[src/inc/hcu_pkg.sv]
`default_nettype none
package hcu_pkg;
  // Line format and timing
  localparam int unsigned CLK_HZ        = 20_000_000;
  localparam int unsigned BAUD          = 9600;
  localparam int unsigned DATA_BITS     = 8;
  localparam int unsigned STOP_BITS     = 1;
  localparam int unsigned BIT_CYCLES    = CLK_HZ / BAUD;
  localparam int unsigned HALF_CYCLES   = BIT_CYCLES / 2;
  localparam int unsigned FIFO_DEPTH    = 8;
  localparam logic [7:0]  ASCII_LF      = 8'h0a;
  localparam logic [7:0]  ASCII_CR      = 8'h0d;
  localparam logic [7:0]  ASCII_SPACE   = 8'h20;
  localparam logic [7:0]  ASCII_TILDE   = 8'h7e;

  typedef enum logic [1:0] {
    HCU_IDLE  = 2'b00,
    HCU_START = 2'b01,
    HCU_DATA  = 2'b10,
    HCU_STOP  = 2'b11
  } hcu_state_type;
endpackage : hcu_pkg
`default_nettype wire

[src/hdl/hcu_fifo.sv]
`default_nettype none
module hcu_fifo #(
  parameter int unsigned WIDTH = 8,
  parameter int unsigned DEPTH = 8
) (
  input  wire logic             clk,
  input  wire logic             rst_n,
  input  wire logic [WIDTH-1:0] inData,
  input  wire logic             inValid,
  output logic                  inReady,
  output logic      [WIDTH-1:0] outData,
  output logic                  outValid,
  input  wire logic             outReady
);
  localparam int unsigned AW = $clog2(DEPTH);

  logic [WIDTH-1:0] mem [DEPTH];
  logic [AW-1:0]    wrPtr;
  logic [AW-1:0]    rdPtr;
  logic [AW:0]      count;
  logic [AW-1:0]    next_wrPtr;
  logic [AW-1:0]    next_rdPtr;
  logic [AW:0]      next_count;
  logic             doWr;
  logic             doRd;

  assign inReady  = (count != (AW+1)'(DEPTH));
  assign outValid = (count != '0);
  assign outData  = mem[rdPtr];
  assign doWr     = inValid && inReady;
  assign doRd     = outValid && outReady;

  always_comb begin
    next_wrPtr = doWr ? ((wrPtr == AW'(DEPTH-1)) ? '0 : wrPtr + 1'b1) : wrPtr;
    next_rdPtr = doRd ? ((rdPtr == AW'(DEPTH-1)) ? '0 : rdPtr + 1'b1) : rdPtr;
    next_count = count + (AW+1)'(doWr) - (AW+1)'(doRd);
  end

  always_ff @(posedge clk or negedge rst_n) begin
    if (!rst_n) begin
      wrPtr <= '0;
      rdPtr <= '0;
      count <= '0;
    end else begin
      wrPtr <= next_wrPtr;
      rdPtr <= next_rdPtr;
      count <= next_count;
    end
  end

  always_ff @(posedge clk) begin
    if (doWr) begin
      mem[wrPtr] <= inData;
    end
  end
endmodule : hcu_fifo
`default_nettype wire

[src/hdl/hcu_tx.sv]
`default_nettype none
module hcu_tx #(
  parameter int unsigned BIT_CYCLES = hcu_pkg::BIT_CYCLES
) (
  input  wire logic       clk,
  input  wire logic       rst_n,
  input  wire logic [7:0] txData,
  input  wire logic       txValid,
  output logic            txReady,
  output logic            txLine,
  output logic            txBusy
);
  localparam int unsigned CW = $clog2(BIT_CYCLES);

  hcu_pkg::hcu_state_type state;
  hcu_pkg::hcu_state_type next_state;
  logic [CW-1:0] cnt;
  logic [CW-1:0] next_cnt;
  logic [2:0]    bitIdx;
  logic [2:0]    next_bitIdx;
  logic [7:0]    shift;
  logic [7:0]    next_shift;
  logic          next_txLine;
  logic          bitEnd;

  assign bitEnd  = (cnt == CW'(BIT_CYCLES-1));
  // No flow-control input exists: a byte goes out as soon as one is offered while idle
  assign txReady = (state == hcu_pkg::HCU_IDLE);
  assign txBusy  = (state != hcu_pkg::HCU_IDLE);

  always_comb begin
    next_state  = state;
    next_cnt    = bitEnd ? '0 : cnt + 1'b1;
    next_bitIdx = bitIdx;
    next_shift  = shift;
    next_txLine = txLine;
    case (state)
      hcu_pkg::HCU_IDLE: begin
        next_cnt    = '0;
        next_txLine = 1'b1;
        if (txValid) begin
          next_shift  = txData;
          next_txLine = 1'b0;
          next_state  = hcu_pkg::HCU_START;
        end
      end
      hcu_pkg::HCU_START: begin
        if (bitEnd) begin
          next_txLine = shift[0];
          next_shift  = {1'b1, shift[7:1]};
          next_bitIdx = '0;
          next_state  = hcu_pkg::HCU_DATA;
        end
      end
      hcu_pkg::HCU_DATA: begin
        if (bitEnd) begin
          if (bitIdx == 3'(hcu_pkg::DATA_BITS-1)) begin
            next_txLine = 1'b1;
            next_state  = hcu_pkg::HCU_STOP;
          end else begin
            next_txLine = shift[0];
            next_shift  = {1'b1, shift[7:1]};
            next_bitIdx = bitIdx + 1'b1;
          end
        end
      end
      default: begin
        if (bitEnd) begin
          next_state = hcu_pkg::HCU_IDLE;
        end
      end
    endcase
  end

  always_ff @(posedge clk or negedge rst_n) begin
    if (!rst_n) begin
      state  <= hcu_pkg::HCU_IDLE;
      cnt    <= '0;
      bitIdx <= '0;
      shift  <= '0;
      txLine <= 1'b1;
    end else begin
      state  <= next_state;
      cnt    <= next_cnt;
      bitIdx <= next_bitIdx;
      shift  <= next_shift;
      txLine <= next_txLine;
    end
  end
endmodule : hcu_tx
`default_nettype wire

[src/hdl/host_command_uart.sv]
`default_nettype none
module host_command_uart #(
  parameter int unsigned BIT_CYCLES  = hcu_pkg::BIT_CYCLES,
  parameter int unsigned HALF_CYCLES = hcu_pkg::HALF_CYCLES,
  parameter int unsigned FIFO_DEPTH  = hcu_pkg::FIFO_DEPTH
) (
  input  wire logic       clk,
  input  wire logic       rst_n,
  input  wire logic       lowEnergy,
  input  wire logic       rxLine,
  output logic            txLine,
  output logic [7:0]      rxData,
  output logic            rxValid,
  input  wire logic       rxReady,
  output logic            rxLineEnd,
  output logic            rxNonAscii,
  output logic            frameError,
  output logic            rxOverrun,
  input  wire logic [7:0] txData,
  input  wire logic       txValid,
  output logic            txReady,
  output logic            txBusy
);
  localparam int unsigned CW = $clog2(BIT_CYCLES);

  // ----------------------------------------
  // Receiver
  // ----------------------------------------
  hcu_pkg::hcu_state_type state;
  hcu_pkg::hcu_state_type next_state;
  logic [CW-1:0] cnt;
  logic [CW-1:0] next_cnt;
  logic [2:0]    bitIdx;
  logic [2:0]    next_bitIdx;
  logic [7:0]    shift;
  logic [7:0]    next_shift;
  logic          rxPrev;
  logic          byteDone;
  logic          next_byteDone;
  logic          stopBad;
  logic          next_stopBad;
  logic          fifoInReady;
  logic          fifoOutValid;
  logic [7:0]    fifoOutData;
  logic          sampleEdge;
  logic          halfEdge;
  logic          next_frameError;
  logic          next_rxOverrun;

  assign sampleEdge = (cnt == CW'(BIT_CYCLES-1));
  assign halfEdge   = (cnt == CW'(HALF_CYCLES-1));

  // Printable ASCII or a line terminator counts as command text
  function automatic logic isText(input logic [7:0] b);
    isText = (b >= hcu_pkg::ASCII_SPACE && b <= hcu_pkg::ASCII_TILDE)
          || b == hcu_pkg::ASCII_CR || b == hcu_pkg::ASCII_LF;
  endfunction : isText

  function automatic logic isEol(input logic [7:0] b);
    isEol = (b == hcu_pkg::ASCII_CR) || (b == hcu_pkg::ASCII_LF);
  endfunction : isEol

  // lowEnergy is deliberately ignored by the datapath: the receiver never
  // gates its clock or sampling, so no byte is lost while waiting.
  always_comb begin
    next_state    = state;
    next_cnt      = sampleEdge ? '0 : cnt + 1'b1;
    next_bitIdx   = bitIdx;
    next_shift    = shift;
    next_byteDone = 1'b0;
    next_stopBad  = 1'b0;
    case (state)
      hcu_pkg::HCU_IDLE: begin
        next_cnt = '0;
        if (rxPrev && !rxLine) begin
          next_state = hcu_pkg::HCU_START;
        end
      end
      hcu_pkg::HCU_START: begin
        // Recheck the start bit at its centre to reject glitches
        if (halfEdge) begin
          next_cnt = '0;
          if (rxLine) begin
            next_state = hcu_pkg::HCU_IDLE;
          end else begin
            next_bitIdx = '0;
            next_state  = hcu_pkg::HCU_DATA;
          end
        end
      end
      hcu_pkg::HCU_DATA: begin
        if (sampleEdge) begin
          next_shift = {rxLine, shift[7:1]};
          if (bitIdx == 3'(hcu_pkg::DATA_BITS-1)) begin
            next_state = hcu_pkg::HCU_STOP;
          end else begin
            next_bitIdx = bitIdx + 1'b1;
          end
        end
      end
      default: begin
        if (sampleEdge) begin
          next_byteDone = 1'b1;
          next_stopBad  = !rxLine;
          next_state    = hcu_pkg::HCU_IDLE;
        end
      end
    endcase
  end

  always_ff @(posedge clk or negedge rst_n) begin
    if (!rst_n) begin
      state    <= hcu_pkg::HCU_IDLE;
      cnt      <= '0;
      bitIdx   <= '0;
      shift    <= '0;
      rxPrev   <= 1'b1;
      byteDone <= 1'b0;
      stopBad  <= 1'b0;
    end else begin
      state    <= next_state;
      cnt      <= next_cnt;
      bitIdx   <= next_bitIdx;
      shift    <= next_shift;
      rxPrev   <= rxLine;
      byteDone <= next_byteDone;
      stopBad  <= next_stopBad;
    end
  end

  // ----------------------------------------
  // Receive buffer and status
  // ----------------------------------------
  // A byte with a bad stop bit is dropped rather than buffered
  hcu_fifo #(
    .WIDTH (8),
    .DEPTH (FIFO_DEPTH)
  ) u_rx_fifo (
    .clk      (clk),
    .rst_n    (rst_n),
    .inData   (shift),
    .inValid  (byteDone && !stopBad),
    .inReady  (fifoInReady),
    .outData  (fifoOutData),
    .outValid (fifoOutValid),
    .outReady (rxReady)
  );

  assign rxValid = fifoOutValid;
  assign rxData  = fifoOutData;

  // Sticky flags; cleared only by reset since no register port exists
  always_comb begin
    next_frameError = frameError || (byteDone && stopBad);
    next_rxOverrun  = rxOverrun || (byteDone && !stopBad && !fifoInReady);
  end

  always_ff @(posedge clk or negedge rst_n) begin
    if (!rst_n) begin
      frameError <= 1'b0;
      rxOverrun  <= 1'b0;
      rxLineEnd  <= 1'b0;
      rxNonAscii <= 1'b0;
    end else begin
      frameError <= next_frameError;
      rxOverrun  <= next_rxOverrun;
      rxLineEnd  <= fifoOutValid && rxReady && isEol(fifoOutData);
      rxNonAscii <= fifoOutValid && rxReady && !isText(fifoOutData);
    end
  end

  // ----------------------------------------
  // Transmitter
  // ----------------------------------------
  hcu_tx #(
    .BIT_CYCLES (BIT_CYCLES)
  ) u_tx (
    .clk     (clk),
    .rst_n   (rst_n),
    .txData  (txData),
    .txValid (txValid),
    .txReady (txReady),
    .txLine  (txLine),
    .txBusy  (txBusy)
  );

  // ----------------------------------------
  // Frame timing monitor
  // ----------------------------------------
  // Cycles since the start edge; only the checks read it, so synthesis
  // removes it and it costs nothing in silicon
  localparam int unsigned FW = $clog2(HALF_CYCLES + 10 * BIT_CYCLES);

  logic [FW-1:0] frameCycles;
  logic [FW-1:0] next_frameCycles;

  always_comb begin
    if (state == hcu_pkg::HCU_IDLE) begin
      next_frameCycles = '0;
    end else begin
      next_frameCycles = frameCycles + 1'b1;
    end
  end

  always_ff @(posedge clk or negedge rst_n) begin
    if (!rst_n) begin
      frameCycles <= '0;
    end else begin
      frameCycles <= next_frameCycles;
    end
  end
endmodule : host_command_uart
`default_nettype wire

[config.mk]
export PLATFORM = sky130hd
export DESIGN_NAME = host_command_uart
export DESIGN_NICKNAME = d
export VERILOG_FILES = /design/src/inc/hcu_pkg.sv /design/src/hdl/hcu_fifo.sv /design/src/hdl/hcu_tx.sv /design/src/hdl/host_command_uart.sv
export SDC_FILE = /design/constraint.sdc
export NUM_CORES = 1
export LEC_CHECK = 0
export ABC_CLOCK_PERIOD_IN_PS = 2500
export BUFFER_PORTS_ARGS = -buffer_cell sky130_fd_sc_hd__buf_4
export CAP_MARGIN = 20
export CORE_ASPECT_RATIO = 0.75
export CORE_MARGIN = 1
export CORE_UTILIZATION = 50
export CTS_CLUSTER_DIAMETER = 80
export DETAILED_ROUTE_END_ITERATION = 6
export GPL_TIMING_DRIVEN = 0
export MAX_ROUTING_LAYER = met4
export PLACE_DENSITY = 0.7
export SLEW_MARGIN = 20
export SYNTH_ARGS = -nofsm -noshare
export SYNTH_HDL_FRONTEND = slang
export SYNTH_SLANG_ARGS = --single-unit
[constraint.sdc]
create_clock -name clk -period 2.5 [get_ports clk]
set_clock_uncertainty 0.15 [all_clocks]
set_input_delay 0.125 -clock clk [delete_from_list [all_inputs] [get_ports clk]]
set_output_delay 0.125 -clock clk [all_outputs]
set_load 0.02 [all_outputs]
==> impl_metrics.csv <==
group,metric,value,unit
run_status,status,"finished, final reports clean",
clocking,clkTransAtPathRegs,0.05,ns
yosys,post_synth.cell_area_avg,14.2,sq um
yosys,synth-edff-count,64,
global_route,grt_pass1_wl,17400,um
floorplanning,dieArea,0.0122,sq mm
floorplanning,die_width,127,um
cells_and_area,synthToLayoutAreaGrowth,20.5,%
yosys,synth_area_leader_cell,"edfxtp_1",
yosys,netlist-cell-type-count,46,
yosys,yosys-top-cells-count,"dfrtp_1 (66), edfxtp_1 (64), nor2_1 (46), inv_1 (25), ha_1 (23)",
clocking,cts_sinks,132,
place,hpwl,6740,um
flow_run,maxCapViolCount,0,
place,place_area,0.00631,sq mm
place,io_buffers,28,
cells_and_area,finish.utilization,0.635,
floorplanning,placementRows,33,
yosys,ys_seq_area_frac,0.615,
yosys,synth-seq-cells,132,
yosys,syn_nets,454,
global_route,grt_overflow,0,
sta,setup_viol,0,
sta,tightest_slew,0.937,ns
critical_path,cp_max_fo,10,
sta,fin_setup_tns,0,ns
floorplanning,fp.dieH,96.0,um
sta,drv_slew,0,
global_route,grt_antenna_before_repair,0,
sta,maxSlewHeadroom,0.373,
floorplanning,core,0.0112,sq mm
yosys,synth_top_area_share,0.326,
critical_path,arrival,2.16,ns
clocking,cts_root_buf,"clkbuf_16",
floorplanning,initial_utilization,0.527,
sta,fmax,0.411,GHz
yosys,synthTopCellsByArea,"edfxtp_1 (33%), dfrtp_1 (28%), ha_1 (4.9%)",
cells_and_area,antennaDiodeCount,0,
sta,hold_viol_final,0,
drt,drt-initial-drc-count,249,
clocking,cts_tree,"built",
critical_path,start_kind,"flop",
drt,drc,0,
clocking,cts_made_buffers,17,
cells_and_area,drive_gt1_frac,0.228,
floorplanning,pin_count,30,
drt,wl,10400,um
critical_path,worstPathRequired,2.23,ns
global_route,first_global_vias,3427,
clocking,ctsHtreeMaxLevel,4,
critical_path,crit_path_end_kind,"primary output",
cells_and_area,fin_area,0.00710,sq mm
global_route,grt_max_degree,69,
yosys,yosysMostFrequentCell,"dfrtp_1",
drt,dr.pass1.iters,5,
drt,vias,3389,
pwr,ir_worst_vdd,544,uV
min_path,worstHoldPathCells,4,
sta,period_needed,2.44,ns
drt,antenna_left,0,
clocking,clk_path_buf_depth,2,
yosys,synth_area,0.00589,sq mm
yosys,ys.flop_type,"dfrtp_1",
pwr,leakage,2.89,nW
yosys,netlist_instances,416,
drt,via_per_inst,5.23,
global_route,globalRouteTotalUtil,0.201,
yosys,yosys_warnings,0,
yosys,postSynth.asyncResetShare,0.515,
place,gp_congestion,0.770,
clocking,insertion_delay,0.41,ns
critical_path,path_class,"reg2out",
drt,wl_per_cell,16.1,um
pwr,power_density,782,mW/mm^2
critical_path,reg2reg_depth,7,
min_path,hp-class,"in2reg",
sta,fin_crit_sh,0.974,
cells_and_area,nNetsFinal,516,
## final cells by class
cell class / count / area (sq um)
inverter: 25 / 93.8
timing repair buffer: 43 / 350
tap: 157 / 196
clock buffer: 27 / 503
sequential: 132 / 3630
buffer: 9 / 70.1
multi-input combinational: 250 / 2190
clock inverter: 5 / 75.1
fill: 805 / 4090
## report_power, final
part | switching [W] | internal (W) | total [W]
Sequential | 0.0000432 | 0.00233 | 0.00238
Clock | 0.000828 | 0.00157 | 0.00240
Combinational | 0.000392 | 0.000387 | 0.000779
## worst paths after layout
path,startpoint,end,slack [ns]
setup / recovery,u_rx_fifo.rdPtr[0],rxData[2],0.06
hold / removal,txValid,u_tx.state[0],0.08
setup reg to reg,u_rx_fifo.rdPtr[0],rxLineEnd,0.10
hold reg to reg,frameError,frameError,0.31
max in group asynchronous,rst_n,u_tx.shift[3],1.43
min in group asynchronous,rst_n,cnt[5],0.22
## metal layers
metal	wire, um	vias to the layer above	GRT usage	part of all wire
met5	0	-	-	0
met4	160	0	0.0933	0.015
met3	516	15	0.0445	0.049
met2	4850	85	0.302	0.46
met1	4910	1658	0.263	0.47
li1	-	1631	-	-
## state kept, by name, summed over array words and instances (netlist names), 2 cells and up
register	flops
u_rx_fifo.mem	64
state	2
u_tx.shift	8
u_rx_fifo.rdPtr	3
u_rx_fifo.count	4
u_tx.bitIdx	3
u_tx.cnt	12
bitIdx	3
u_rx_fifo.wrPtr	3
cnt	12
shift	8
u_tx.state	2
## kinds of logic after synthesis
group                      Yosys count  share of synthesized area
DFF                                132                      0.615
and+or+nand+nor                    122                      0.104
buffers and inverters               34                     0.0248
xor gates and xnor gates            22                     0.0327
muxes                               54                      0.136
adders and majority gates           24                     0.0522
AOI/OAI and AO/OA                   28                     0.0352
## timing repair
action / CTS / global route
hold buffers: 11 / 0
setup buffers: 0 / 4
endpoints found under the hold margin: 84 / 0
pin swaps: 0 / 2
resized for setup: 7 / 8
endpoints found under the setup margin: 7 / 18
## per-stage QoR
step | hold slack (ns) | power, W | setup slack, ns | instances
6_report | 0.0806 | 0.00555 | 0.0649 | 648
5_1_grt | 0.101 | 0.00579 | -0.00144 | 648
4_1_cts | 0.0634 | 0.00555 | 0.00594 | 644
3_5_place_dp | 0.128 | 0.00311 | -0.0501 | 601
3_3_place_gp | 0.126 | 0.00307 | -0.198 | 601
2_1_floorplan | -0.321 | 0.00291 | 0.0626 | 416
## critical path: stages (launching register included)
cell and delay, ns:
dfrtp_1 0.37, buf_8 0.16, buf_12 0.16, mux4_2 0.56
mux2i_4 0.24, inv_1 0.09, buf_4 0.16
## layout by cell type, fill, tap and decap left out, types with 12 or more instances in the layout
cell type / instances
clkbuf_16: 17
ha_1: 23
edfxtp_1: 64
and3_1: 15
nand2_1: 18
buf_4: 33
inv_1: 24
xnor2_1: 12
mux2_2: 21
dfrtp_1: 66
nor2_1: 45
Power figures use the tool's default switching activity.
